`config.mk`:
```
export PLATFORM = sky130hd
export DESIGN_NAME = bil_loader
export DESIGN_NICKNAME = d
export VERILOG_FILES = /design/src/common/bil_pkg.sv /design/src/bil_crc32.sv /design/src/bil_word_asm.sv /design/src/bil_loader.sv
export SDC_FILE = /design/constraint.sdc
export NUM_CORES = 1
export LEC_CHECK = 0
export BUFFER_PORTS_ARGS = -buffer_cell sky130_fd_sc_hd__buf_2
export CELL_PAD_IN_SITES_DETAIL_PLACEMENT = 0
export CELL_PAD_IN_SITES_GLOBAL_PLACEMENT = 1
export CORE_MARGIN = 10
export CORE_UTILIZATION = 38
export DETAILED_ROUTE_END_ITERATION = 12
export GPL_ROUTABILITY_DRIVEN = 0
export PLACE_DENSITY_LB_ADDON = 0.1
export SYNTH_ARGS = -nofsm -noshare
export SYNTH_HDL_FRONTEND = slang
export SYNTH_HIERARCHICAL = 1
export SYNTH_SLANG_ARGS = --single-unit
export TNS_END_PERCENT = 20
```
`constraint.sdc`:
```
create_clock -name sys_clk -period 2.8 [get_ports sys_clk]
set_input_delay 0.56 -clock sys_clk [delete_from_list [all_inputs] [get_ports sys_clk]]
set_output_delay 0.56 -clock sys_clk [all_outputs]
set_load 0.1 [all_outputs]
```
`src/common/bil_pkg.sv`:
```
// Shared constants, states and carrier types of the boot image loader
package bil_pkg;

  // ----------------------------------------------------------------------
  // Security register and image constants
  // ----------------------------------------------------------------------
  localparam int SEC_BOOT_BIT = 5;
  localparam logic [31:0] CRC_POLY = 32'hEDB88320;
  localparam logic [31:0] CRC_PRESET = 32'hFFFFFFFF;
  localparam logic [31:0] CRC_BYPASS = 32'h0D15AB1E;
  localparam logic [31:0] EXEC_ADDR = 32'h0000_0000;
  localparam logic [31:0] OTP_BASE = 32'h0000_0000;
  localparam logic [31:0] FLASH_BASE = 32'h0000_0000;
  localparam int BYTE_LANES = 4;
  localparam int RAM_WORDS = 32768;

  // ----------------------------------------------------------------------
  // Timing: internal reset phase, least time rounded up to cycles
  // ----------------------------------------------------------------------
  localparam int CLK_PERIOD_NS = 50;
  localparam int INT_RST_NS = 15000;
  localparam int INT_RST_CYC = (INT_RST_NS + CLK_PERIOD_NS - 1) / CLK_PERIOD_NS;

  // ----------------------------------------------------------------------
  // Sequencer states
  // ----------------------------------------------------------------------
  typedef enum logic [3:0] {
    BIL_HELD = 4'h0,
    BIL_INT_RST = 4'h1,
    BIL_SELECT = 4'h2,
    BIL_LEN = 4'h3,
    BIL_PROG = 4'h4,
    BIL_CHECK = 4'h5,
    BIL_START = 4'h6,
    BIL_RUN = 4'h7,
    BIL_FAIL = 4'h8
  } bil_state_e;

  // RAM write carrier: word address and data
  typedef struct packed {
    logic we;
    logic [31:0] addr;
    logic [31:0] data;
  } bil_ram_wr_s;

endpackage : bil_pkg

```
`src/bil_crc32.sv`:
```
// Reflected CRC-32 accumulator, one byte per enabled cycle
`timescale 1ns/100ps
module bil_crc32 (
  // Clock and reset
  input wire logic sys_clk,
  input wire logic rst,
  // Control
  input wire logic init,
  input wire logic en,
  input wire logic [7:0] byte_in,
  // Result
  output logic [31:0] crc_out
);

  logic [31:0] acc_reg;
  logic [31:0] acc_next;

  // Byte update, least significant bit first
  // reflected byte step
  always_comb begin
    acc_next = acc_reg ^ {24'h000000, byte_in};
    for (int i = 0; i < 8; i++) begin
      if (acc_next[0]) begin
        acc_next = (acc_next >> 1) ^ bil_pkg::CRC_POLY;
      end else begin
        acc_next = acc_next >> 1;
      end
    end
  end

  // Accumulator, preset before the first byte
  always_ff @(posedge sys_clk) begin
    if (rst || init) begin
      acc_reg <= bil_pkg::CRC_PRESET;
    end else if (en) begin
      acc_reg <= acc_next;
    end
  end

  // Residue inverted to form the result
  // inverted residue
  assign crc_out = ~acc_reg;

  // ----------------------------------------------------------------------
  // Checks
  // ----------------------------------------------------------------------
  crc_preset_a: assert property (@(posedge sys_clk) disable iff (rst)
    init |=> crc_out == ~bil_pkg::CRC_PRESET)
    else $error("crc not preset to all ones");
  crc_zero_byte_a: assert property (@(posedge sys_clk) disable iff (rst)
    ((init ##1 (en && byte_in == 8'h00)) or
     (init ##1 !en ##1 (en && byte_in == 8'h00)))
      |=> crc_out == 32'hD202EF8D)
    else $error("crc of single zero byte wrong");

endmodule : bil_crc32

```
`src/bil_word_asm.sv`:
```
// Gathers bytes into 32-bit words, least significant byte first
`timescale 1ns/100ps
module bil_word_asm (
  // Clock and reset
  input wire logic sys_clk,
  input wire logic rst,
  input wire logic clear,
  // Byte in
  input wire logic byte_valid,
  input wire logic [7:0] byte_in,
  // Word out, valid with the fourth byte
  output logic word_valid,
  output logic [31:0] word
);

  logic [1:0] lane_reg;
  logic [23:0] low_reg;

  // Lane counter and low bytes
  always_ff @(posedge sys_clk) begin
    if (rst || clear) begin
      lane_reg <= 2'h0;
      low_reg <= 24'h000000;
    end else if (byte_valid) begin
      lane_reg <= lane_reg + 2'h1;
      if (lane_reg != 2'h3) begin
        low_reg[lane_reg*8 +: 8] <= byte_in;
      end
    end
  end

  // Last byte lands in the top lane
  assign word_valid = byte_valid && lane_reg == 2'h3;
  assign word = {byte_in, low_reg};

  // ----------------------------------------------------------------------
  // Checks
  // ----------------------------------------------------------------------
  le_order_a: assert property (@(posedge sys_clk)
    disable iff (rst || clear)
    (byte_valid && lane_reg == 2'h0) ##1 (byte_valid [*3])
    |-> word_valid && word[7:0] == $past(byte_in, 3))
    else $error("word not assembled low byte first");

endmodule : bil_word_asm

```
`src/bil_loader.sv`:
```
// Boot sequencer: internal reset, source select, image load and CRC check
`timescale 1ns/100ps
// How it works
// - Chip reset low holds the loader in reset with GPIO pull-downs enabled.
// - After reset release, wait the internal reset time, then boot.
// - Security bit 5 set selects OTP, otherwise internal flash.
// - Normal source is the embedded quad-SPI flash on tile 0 ports.
// - First field is a 32-bit word count; then that many program words.
// - A check field equal to the bypass value skips CRC verification.
// - Length and check fields are assembled least significant byte first.
// - Program words go to RAM from address zero; execution starts there.
// - CRC covers length field and program bytes, not the check field.
// - CRC uses reflected polynomial EDB88320, bytes processed LSB first.
// - CRC accumulator is preset to all ones before the first byte.
// - Final accumulator is inverted and compared with the check field.
// - Secure boot loads from OTP address zero, bypassing the boot ROM.
module bil_loader #(
  parameter int RAM_WORDS = bil_pkg::RAM_WORDS,
  parameter int INT_RST_CYC = bil_pkg::INT_RST_CYC
) (
  // Clock and reset
  input wire logic sys_clk,
  input wire logic rst,
  // Chip pins and security
  input wire logic chip_rst_n,
  input wire logic [31:0] sec_reg,
  output logic gpio_pd_en,
  // Boot source byte stream
  output logic src_start,
  output logic src_otp,
  output logic [31:0] src_base,
  input wire logic src_valid,
  input wire logic [7:0] src_data,
  output logic src_ready,
  // RAM write port
  output bil_pkg::bil_ram_wr_s ram_wr,
  // Processor start and status
  output logic exec_start,
  output logic [31:0] exec_addr,
  output logic busy,
  output logic boot_err
);

  // ----------------------------------------------------------------------
  // Declarations
  // ----------------------------------------------------------------------
  localparam int CW = $clog2(INT_RST_CYC + 1);
  localparam logic [CW-1:0] RST_LAST = CW'(INT_RST_CYC - 1);
  localparam logic [31:0] RAM_LIMIT = 32'(RAM_WORDS);

  bil_pkg::bil_state_e state_reg;
  logic [CW-1:0] rst_cnt_reg;
  logic [31:0] len_reg;
  logic [31:0] prog_cnt_reg;
  logic src_otp_reg;
  logic [31:0] src_base_reg;
  logic gpio_pd_reg;
  logic boot_err_reg;
  bil_pkg::bil_ram_wr_s ram_wr_reg;
  logic in_image;
  logic byte_take;
  logic crc_en;
  logic word_valid;
  logic [31:0] word;
  logic [31:0] crc_val;

  // ----------------------------------------------------------------------
  // Stream handshake
  // ----------------------------------------------------------------------
  // Bytes are taken only while parsing the image
  assign in_image = state_reg inside {bil_pkg::BIL_LEN, bil_pkg::BIL_PROG,
                                      bil_pkg::BIL_CHECK};
  assign src_ready = in_image;
  assign byte_take = src_valid && in_image;
  assign crc_en = src_valid && (state_reg == bil_pkg::BIL_LEN ||
                                state_reg == bil_pkg::BIL_PROG);

  // ----------------------------------------------------------------------
  // Helpers
  // ----------------------------------------------------------------------
  // bytes low first
  bil_word_asm u_asm (
    .sys_clk(sys_clk),
    .rst(rst),
    .clear(!in_image),
    .byte_valid(byte_take),
    .byte_in(src_data),
    .word_valid(word_valid),
    .word(word)
  );

  bil_crc32 u_crc (
    .sys_clk(sys_clk),
    .rst(rst),
    .init(state_reg == bil_pkg::BIL_SELECT),
    .en(crc_en),
    .byte_in(src_data),
    .crc_out(crc_val)
  );

  // ----------------------------------------------------------------------
  // Sequencer
  // ----------------------------------------------------------------------
  // Main state machine; chip reset wins from any state
  always_ff @(posedge sys_clk) begin
    if (rst) begin
      state_reg <= bil_pkg::BIL_HELD;
    end else if (!chip_rst_n) begin
      state_reg <= bil_pkg::BIL_HELD;
    end else begin
      unique case (state_reg)
        bil_pkg::BIL_HELD: begin
          state_reg <= bil_pkg::BIL_INT_RST;
        end
        bil_pkg::BIL_INT_RST: begin
          if (rst_cnt_reg == RST_LAST) begin
            state_reg <= bil_pkg::BIL_SELECT;
          end
        end
        bil_pkg::BIL_SELECT: begin
          state_reg <= bil_pkg::BIL_LEN;
        end
        bil_pkg::BIL_LEN: begin
          if (word_valid) begin
            if (word > RAM_LIMIT) begin
              state_reg <= bil_pkg::BIL_FAIL;
            end else if (word == 32'h0000_0000) begin
              state_reg <= bil_pkg::BIL_CHECK;
            end else begin
              state_reg <= bil_pkg::BIL_PROG;
            end
          end
        end
        bil_pkg::BIL_PROG: begin
          if (word_valid && prog_cnt_reg == len_reg - 32'h1) begin
            state_reg <= bil_pkg::BIL_CHECK;
          end
        end
        bil_pkg::BIL_CHECK: begin
          if (word_valid) begin
            if (word == bil_pkg::CRC_BYPASS) begin
              state_reg <= bil_pkg::BIL_START;
            end else if (word == crc_val) begin
              state_reg <= bil_pkg::BIL_START;
            end else begin
              state_reg <= bil_pkg::BIL_FAIL;
            end
          end
        end
        bil_pkg::BIL_START: begin
          state_reg <= bil_pkg::BIL_RUN;
        end
        bil_pkg::BIL_RUN: begin
          state_reg <= bil_pkg::BIL_RUN;
        end
        bil_pkg::BIL_FAIL: begin
          state_reg <= bil_pkg::BIL_FAIL;
        end
        default: begin
          state_reg <= bil_pkg::BIL_HELD;
        end
      endcase
    end
  end

  // Internal reset counter
  always_ff @(posedge sys_clk) begin
    if (rst || state_reg != bil_pkg::BIL_INT_RST) begin
      rst_cnt_reg <= '0;
    end else if (rst_cnt_reg != RST_LAST) begin
      rst_cnt_reg <= rst_cnt_reg + CW'(1);
    end
  end

  // Length field and program word index
  always_ff @(posedge sys_clk) begin
    if (rst || state_reg == bil_pkg::BIL_SELECT) begin
      len_reg <= 32'h0000_0000;
      prog_cnt_reg <= 32'h0000_0000;
    end else if (word_valid && state_reg == bil_pkg::BIL_LEN) begin
      len_reg <= word;
    end else if (word_valid && state_reg == bil_pkg::BIL_PROG) begin
      prog_cnt_reg <= prog_cnt_reg + 32'h1;
    end
  end

  // ----------------------------------------------------------------------
  // Source selection
  // ----------------------------------------------------------------------
  // Security bit sampled as the boot phase begins
  always_ff @(posedge sys_clk) begin
    if (rst) begin
      src_otp_reg <= 1'b0;
      src_base_reg <= 32'h0000_0000;
    end else if (state_reg == bil_pkg::BIL_INT_RST &&
                 rst_cnt_reg == RST_LAST) begin
      src_otp_reg <= sec_reg[bil_pkg::SEC_BOOT_BIT];
      if (sec_reg[bil_pkg::SEC_BOOT_BIT]) begin
        src_base_reg <= bil_pkg::OTP_BASE;
      end else begin
        src_base_reg <= bil_pkg::FLASH_BASE;
      end
    end
  end

  assign src_start = state_reg == bil_pkg::BIL_SELECT;
  assign src_otp = src_otp_reg;
  assign src_base = src_base_reg;

  // ----------------------------------------------------------------------
  // RAM writes and start
  // ----------------------------------------------------------------------
  // program from word zero
  always_ff @(posedge sys_clk) begin
    if (rst) begin
      ram_wr_reg <= '0;
    end else begin
      ram_wr_reg.we <= word_valid && state_reg == bil_pkg::BIL_PROG;
      ram_wr_reg.addr <= prog_cnt_reg;
      ram_wr_reg.data <= word;
    end
  end

  assign ram_wr = ram_wr_reg;
  assign exec_start = state_reg == bil_pkg::BIL_START;
  assign exec_addr = bil_pkg::EXEC_ADDR;

  // ----------------------------------------------------------------------
  // Status
  // ----------------------------------------------------------------------
  // pull-downs and error flag
  always_ff @(posedge sys_clk) begin
    if (rst) begin
      gpio_pd_reg <= 1'b1;
      boot_err_reg <= 1'b0;
    end else begin
      gpio_pd_reg <= !chip_rst_n;
      boot_err_reg <= chip_rst_n && (boot_err_reg ||
                      state_reg == bil_pkg::BIL_FAIL);
    end
  end

  assign gpio_pd_en = gpio_pd_reg;
  assign boot_err = boot_err_reg;
  assign busy = state_reg inside {bil_pkg::BIL_SELECT, bil_pkg::BIL_LEN,
                                  bil_pkg::BIL_PROG, bil_pkg::BIL_CHECK};

  // ----------------------------------------------------------------------
  // Checks
  // ----------------------------------------------------------------------
  held_pulldown_a: assert property (@(posedge sys_clk) disable iff (rst)
    !chip_rst_n |=> gpio_pd_en && state_reg == bil_pkg::BIL_HELD && !busy)
    else $error("chip reset did not hold loader");
  boot_delay_a: assert property (@(posedge sys_clk) disable iff (rst)
    (state_reg == bil_pkg::BIL_SELECT) |->
      $past(state_reg) == bil_pkg::BIL_INT_RST &&
      $past(rst_cnt_reg) == RST_LAST)
    else $error("boot began before internal reset ended");
  src_pick_a: assert property (@(posedge sys_clk) disable iff (rst)
    src_start |-> src_otp == $past(sec_reg[bil_pkg::SEC_BOOT_BIT]))
    else $error("boot source not from security bit");
  src_base_a: assert property (@(posedge sys_clk) disable iff (rst)
    src_start |-> src_base == 32'h0000_0000)
    else $error("source not read from address zero");
  crc_scope_a: assert property (@(posedge sys_clk) disable iff (rst)
    (state_reg == bil_pkg::BIL_CHECK) |-> !crc_en &&
      ($past(state_reg) != bil_pkg::BIL_CHECK || $stable(crc_val)))
    else $error("check field fed into crc");
  ram_addr_a: assert property (@(posedge sys_clk) disable iff (rst)
    (state_reg == bil_pkg::BIL_PROG && word_valid && prog_cnt_reg == 32'h0)
      |=> ram_wr.we && ram_wr.addr == 32'h0 && ram_wr.data == $past(word))
    else $error("first program word not at address zero");
  bypass_start_a: assert property (@(posedge sys_clk) disable iff (rst)
    (chip_rst_n && state_reg == bil_pkg::BIL_CHECK && word_valid &&
     word == bil_pkg::CRC_BYPASS) |=> exec_start)
    else $error("bypass value did not start program");
  crc_fail_a: assert property (@(posedge sys_clk) disable iff (rst)
    (chip_rst_n && state_reg == bil_pkg::BIL_CHECK && word_valid &&
     word != bil_pkg::CRC_BYPASS && word != crc_val) ##1 chip_rst_n
      |=> boot_err && !exec_start)
    else $error("crc mismatch not flagged");
  busy_span_a: assert property (@(posedge sys_clk) disable iff (rst)
    exec_start |-> $past(busy) && !busy)
    else $error("busy not held until start");

  run_bypass_c: cover property (@(posedge sys_clk) disable iff (rst)
    state_reg == bil_pkg::BIL_CHECK && word_valid &&
    word == bil_pkg::CRC_BYPASS);
  run_crc_ok_c: cover property (@(posedge sys_clk) disable iff (rst)
    state_reg == bil_pkg::BIL_CHECK && word_valid && word == crc_val);
  run_crc_bad_c: cover property (@(posedge sys_clk) disable iff (rst)
    state_reg == bil_pkg::BIL_FAIL);
  run_otp_c: cover property (@(posedge sys_clk) disable iff (rst)
    src_start && src_otp);

endmodule : bil_loader

```
==> metrics.md, run 1 <==
| Metric | Value |
|---|---|
| Status | `completed` |
| Final WL | `28.2 mm` |
| Setup Slack @ Placement | `-108 ps` |
| # H-tree levels | `1` |
| DR WL met3 | `1.25 mm` |
| Crit path DAT | `3220 ps` |
| Share of cells above drive strength 1 | `0.190` |
| Post-DP HPWL | `21.0 mm` |
| Dpl cells | `1596` |
| Synth top area share | `0.396` |
| Via density | `4.78` |
| Worst-Skew Late Latency | `510 ps` |
| Synth area leader | `dfxtp_1` |
| Number of synthesized flops with an enable pin | `0` |
| Tcrit/Tclk final | `0.989` |
| Crit end category | `register` |
| CP startpoint kind | `register` |
| Average cell area after synthesis | `8.79 um^2` |
| Starting Density | `0.383` |
| Number of routed nets with antenna violations | `0` |
| Yosys reg bits | `203` |
| RSZ-0062 raised after global routing | `true` |
| Clock buffer depth | `3` |
| Die footprint | `0.0340 mm^2` |
| Grt ovf | `0` |
| Hold Vio Cnt, Final | `0` |
| Peak VDD IR | `0.399 mV` |
| Fin area | `0.0122 mm^2` |
| Post-place instance area | `0.0112 mm^2` |
| Max FFs per register | `65` |
| First-pass GRT wire length | `44.5 mm` |
| TritonCTS clock tree | `yes` |
| Slew HR | `0.324` |
| Cts bufs inserted | `24` |
| Vias in the first global route | `7912` |
| YS warnings | `6` |
| Drt drc | `0` |
| Largest net degree at the start of global routing | `56` |
| # port buffers | `84` |
| Clock transition at path regs | `60 ps` |
| Initial antenna violation count | `0` |
| Core Box Area | `0.0268 mm^2` |
| WP data required | `3250 ps` |
| Maxcap violations | `0` |
| Critical path class | `reg -> reg` |
| Final slew viol count | `0` |
| # rows | `60` |
| Max layer used | `met4` |
| Asr flop ratio synth | `0` |
| Total global routing track utilization | `0.163` |
| Number of fill cells in the layout | `2700` |
| IO Pins | `180` |
| Sequential share of the synthesized area | `0.396` |
| Clock Skews | `6.19 ps` |
| Synthesized netlist cell count | `1169` |
| Ant. Diodes | `0` |
| Finished Layout Cells | `1641` |
| M1 WL | `13.0 mm` |
| Hold WC Path Type | `in -> reg` |
| Wire per inst | `17.2 um` |
| Power density over the cells | `579 mW/mm^2` |
| Top FF cell, synth | `dfxtp_1` |
| Synthesized cell area | `0.0103 mm^2` |
| Die W | `184 um` |
| Fmax | `361 MHz` |
| CTS Root Buffer Type | `clkbuf_16` |
| Drt initial violations | `420` |
| Leakage | `5.22 nW` |
| Worst-margin pin slew | `1010 ps` |
| Number of distinct library cells after synthesis | `74` |
| NumNets Final | `1336` |
| Top post-synthesis cells by area | `dfxtp_1 (40%), xnor2_1 (8.2%), xor2_1 (6.6%)` |
| Layout area overhead | `18.3%` |
| Num Clock Sinks | `203` |
| Die Ht | `184 um` |
| Iteration count of the initial detailed-routing pass | `5` |
| Vias | `7851` |
| Fin crit period | `2770 ps` |
| # setup viols final | `0` |
| Detail Route met2 WL | `13.3 mm` |
| CP max FO | `3` |
| Hold buffer count at CTS | `0` |
| Setup WS post-layout | `31.6 ps` |
-- Yosys cell counts, drive strengths merged, types with 6 or more instances --
library cell and instances:
a21oi 70, buf 88, clkbuf 40, dfxtp 203
ha 8, inv 43, mux2i 8, nand2 138
nand3 52, nand3b 8, nand4 21, nor2 72
nor2b 65, nor3 19, nor4 27, nor4b 8
o211ai 27, o21ai 8, or2 6, or3 6
or4 9, xnor2 101, xor2 80
-- worst max-delay path, stage by stage, from the launching register on --
cell       delay [ps]
dfxtp_1           310
or4_4             530
buf_4             160
or4_1             490
o311ai_2          100
buf_4             160
o2111ai_1         100
or3_4             350
nor4_4            240
buf_4             170
o21a_1            100
-- final timing paths --
check	from	depth (start not counted)	end	slack, ps
max	len_reg[0]	10	state_reg[0]	30
min reg2reg	src_otp	2	src_otp	470
min	sec_reg[5]	3	src_otp	320
max reg2reg	len_reg[0]	10	state_reg[0]	30
-- cell families after synthesis --
family / share of synthesized area
buffers and inverters: 0.0931
multiplexers: 0.00889
AND/OR/NAND/NOR: 0.237
other: 0.000365
AO/OA/AOI/OAI: 0.0799
flip-flops: 0.396
XOR/XNOR: 0.176
adder cells (fa/ha/maj): 0.00974
-- report_power, final --
group | total, mW | internal (mW) | switching [mW]
clock network | 3.29 | 2.08 | 1.20
logic | 0.852 | 0.187 | 0.666
registers | 2.91 | 2.90 | 0.00557
total | 7.04 | 5.17 | 1.87
-- metal layers --
layer | up-vias | GRT usage
met5 | - | 0
met2 | 179 | 0.274
met1 | 3606 | 0.211
li1 | 4016 | -
met3 | 50 | 0.0258
met4 | 0 | 0.0449
-- layout make-up --
type,count,area (um^2),area share
Clock buffer,37,741,0.0609
Clock inverter,5,103,0.00844
Inverter,44,165,0.0136
Multi-Input combinational cell,857,5680,0.467
Sequential cell,203,4070,0.335
Tap cell,341,427,0.0351
Timing Repair Buffer,154,973,0.0801
-- layout by cell type, fill, tap and decap left out, types with 25 or more instances in the layout --
cell type  netlist  routed
xnor2_1         96      96
dfxtp_1        203     200
nor2b_1         65      65
nor2_1          72      72
o211ai_1        27      27
inv_1           43      43
buf_4           74      68
nand2_1        138     138
a21oi_1         70      69
xor2_1          77      77
buf_2            8      83
conb_1           1      64
nand3_1         50      48
clkbuf_16        0      25
-- per-stage QoR --
| step | hold slack, ps | util | TNS [ps] | power [mW] |
|---|---|---|---|---|
| finish | 322 | 0.454 | 0 | 7.04 |
| global route | 323 | 0.454 | -52.0 | 7.30 |
| CTS | 300 | 0.450 | 0 | 7.13 |
| detailed placement | 466 | 0.417 | -108 | 3.82 |
| global placement | 440 | 0.417 | -173 | 3.83 |
| floorplan | 443 | - | -1960 | 3.77 |
-- repair_timing --
item,4_1_cts,5_1_grt
setup buffers,1,2
setup endpoints to repair,1,4
pin swaps,2,6
resized for setup,7,15
No activity file was read; power rests on OpenSTA's default activity.
==> inputs of run 2 (changes only) <==
==> constraint.sdc (replaced) <==
create_clock -name sys_clk -period 2.8 [get_ports sys_clk]
set_input_delay 0.14 -clock sys_clk [delete_from_list [all_inputs] [get_ports sys_clk]]
set_output_delay 0.14 -clock sys_clk [all_outputs]
set_load 0.1 [all_outputs]
==> metrics.md, run 2 (same netlist as run 1, synthesis figures left out) <==
| Metric | Value |
|---|---|
| # H-tree levels | `1 (unchanged)` |
| Peak VDD IR | `0.343 mV (was 0.399 mV)` |
| Most frequent cells in the layout | `dfxtp_1 (200), nand2_1 (138), xnor2_1 (96) (unchanged)` |
| Starting Density | `0.383 (unchanged)` |
| Endpoint, Worst Hold | `u_asm/low_reg[16] (was src_otp)` |
| Die W | `184 um (unchanged)` |
| Grt ovf | `0 (unchanged)` |
| CTS Root Buffer Type | `clkbuf_16 (unchanged)` |
| Tcrit/Tclk final | `0.958 (was 0.989)` |
| Die Ht | `184 um (unchanged)` |
| Vias | `7949 (was 7851)` |
| Share of cells above drive strength 1 | `0.190 (about the same)` |
| Number of fill cells in the layout | `2695 (was 2700)` |
| Worst-margin pin slew | `767 ps (was 1010 ps)` |
| Drt initial violations | `471 (was 420)` |
| Wire per inst | `17.2 um (about the same)` |
| Reg2reg setup slack | `120 ps (was 30 ps)` |
| Crit end category | `register (unchanged)` |
| Final WL | `28.4 mm (was 28.2 mm)` |
| # setup viols final | `0 (unchanged)` |
| CP max FO | `7 (was 3)` |
| Fin crit period | `2680 ps (was 2770 ps)` |
| Crit path DAT | `3130 ps (was 3220 ps)` |
| Critical path class | `reg -> reg (unchanged)` |
| Reg2reg end | `state_reg[0] (unchanged)` |
| Number of routed nets with antenna violations | `0 (unchanged)` |
| Commonest non-fill, non-tap cell in the layout | `dfxtp_1 (unchanged)` |
| Clock transition at path regs | `60 ps (about the same)` |
| Setup WS post-layout | `118 ps (was 31.6 ps)` |
| Total global routing track utilization | `0.164 (was 0.163)` |
| Power density over the cells | `592 mW/mm^2 (was 579 mW/mm^2)` |
| Layout area overhead | `18.7% (was 18.3%)` |
| Hold Slack | `54.3 ps (was 322 ps)` |
| Clock Skews | `20.0 ps (was 6.19 ps)` |
| Core Box Area | `0.0268 mm^2 (unchanged)` |
| Num Clock Sinks | `203 (unchanged)` |
| Drt drc | `0 (unchanged)` |
| Final slew viol count | `0 (unchanged)` |
| Cts bufs inserted | `24 (unchanged)` |
| Slew HR | `0.487 (was 0.324)` |
| Die footprint | `0.0340 mm^2 (unchanged)` |
| Via density | `4.82 (was 4.78)` |
| CP startpoint kind | `register (unchanged)` |
| Clock buffer depth | `3 (unchanged)` |
| Hold WC Path Type | `in -> reg (unchanged)` |
| WP data required | `3250 ps (about the same)` |
| Largest net degree at the start of global routing | `65 (was 56)` |
| Vias in the first global route | `7862 (was 7912)` |
| Initial antenna violation count | `0 (unchanged)` |
| Worst R2R Start | `len_reg[0] (unchanged)` |
| Layout Utilization | `0.455 (was 0.454)` |
| IO Pins | `180 (unchanged)` |
| Ant. Diodes | `0 (unchanged)` |
| Fmax | `373 MHz (was 361 MHz)` |
| Maxcap violations | `0 (unchanged)` |
| NumNets Final | `1342 (was 1336)` |
| Hold Vio Cnt, Final | `0 (unchanged)` |
| Worst r2r path cells | `10 (unchanged)` |
| First-pass GRT wire length | `44.8 mm (was 44.5 mm)` |
| # rows | `60 (unchanged)` |
| # port buffers | `84 (unchanged)` |
| Worst setup path startpoint | `len_reg[0] (unchanged)` |
| Hold Crit Depth | `3 (unchanged)` |
| Iteration count of the initial detailed-routing pass | `4 (was 5)` |
| TritonCTS clock tree | `yes (unchanged)` |
| Min-Delay Startpoint | `src_data[0] (was sec_reg[5])` |
| Post-DP HPWL | `20.9 mm (was 21.0 mm)` |
| Worst-Skew Late Latency | `520 ps (was 510 ps)` |
| Setup Slack @ Placement | `60.6 ps (was -108 ps)` |
| Max FFs per register | `65 (unchanged)` |
| Status | `completed (unchanged)` |
| Leakage | `5.25 nW (was 5.22 nW)` |
-- run 2: cell type report --
| cell class | count | area, um^2 | area share |
|---|---|---|---|
| inverter | 44 | 165 | 0.0135 |
| clock buffer | 33 | 716 | 0.0587 |
| clock inverter | 10 | 175 | 0.0144 |
| multi-input combinational | 857 | 5630 | 0.462 |
| tap | 341 | 427 | 0.0350 |
| sequential | 203 | 4070 | 0.334 |
| timing repair buffer | 160 | 1010 | 0.0831 |
-- run 2: layer usage --
metal / part of all wire / global-route usage
met1: 0.46 / 0.216
met2: 0.47 / 0.271
met3: 0.047 / 0.0264
met4: 0.021 / 0.0459
met5: 0 / 0
-- run 2: worst max-delay path by stage --
stage                         to  depth (start not counted)
detailed placement  state_reg[0]                         10
global route        state_reg[0]                         11
finish              state_reg[0]                         10
floorplan           state_reg[0]                         12
CTS                 state_reg[0]                         10
global placement    state_reg[0]                         10
-- run 2: metrics by stage --
stage               instance area [um^2]  TNS, ps  power [mW]  instances
floorplan                          10600    -1840        3.77       1232
global placement                   11200        0        3.82       1598
detailed placement                 11200        0        3.81       1598
CTS                                12100        0        7.32       1645
global route                       12200    -37.7        7.49       1648
finish                             12200        0        7.22       1648
-- run 2: where the power goes --
part           switching [mW]  internal (mW)  leakage (nW)  total, mW
sequential            0.00563           2.90          1.64       2.91
combinational           0.670          0.182          3.17      0.852
clock                    1.23           2.23         0.444       3.47
-- run 2: repair_timing --
| action | in CTS | in global routing |
|---|---|---|
| gates resized for setup | 0 | 13 |
| setup endpoints to repair | 0 | 3 |
| hold buffers | 4 | 0 |
| buffers inserted | 0 | 3 |
| hold endpoints to repair | 10 | 0 |
-- run 2: critical path, cell delays in order (launching register included) --
cell and delay (ps):
dfxtp_1 310, buf_4 150, nor4_2 270, buf_4 190, nand3_4 130, o41ai_1 460
nand4_1 160, a2111o_1 420, nor4_2 280, buf_4 160, o21a_1 100
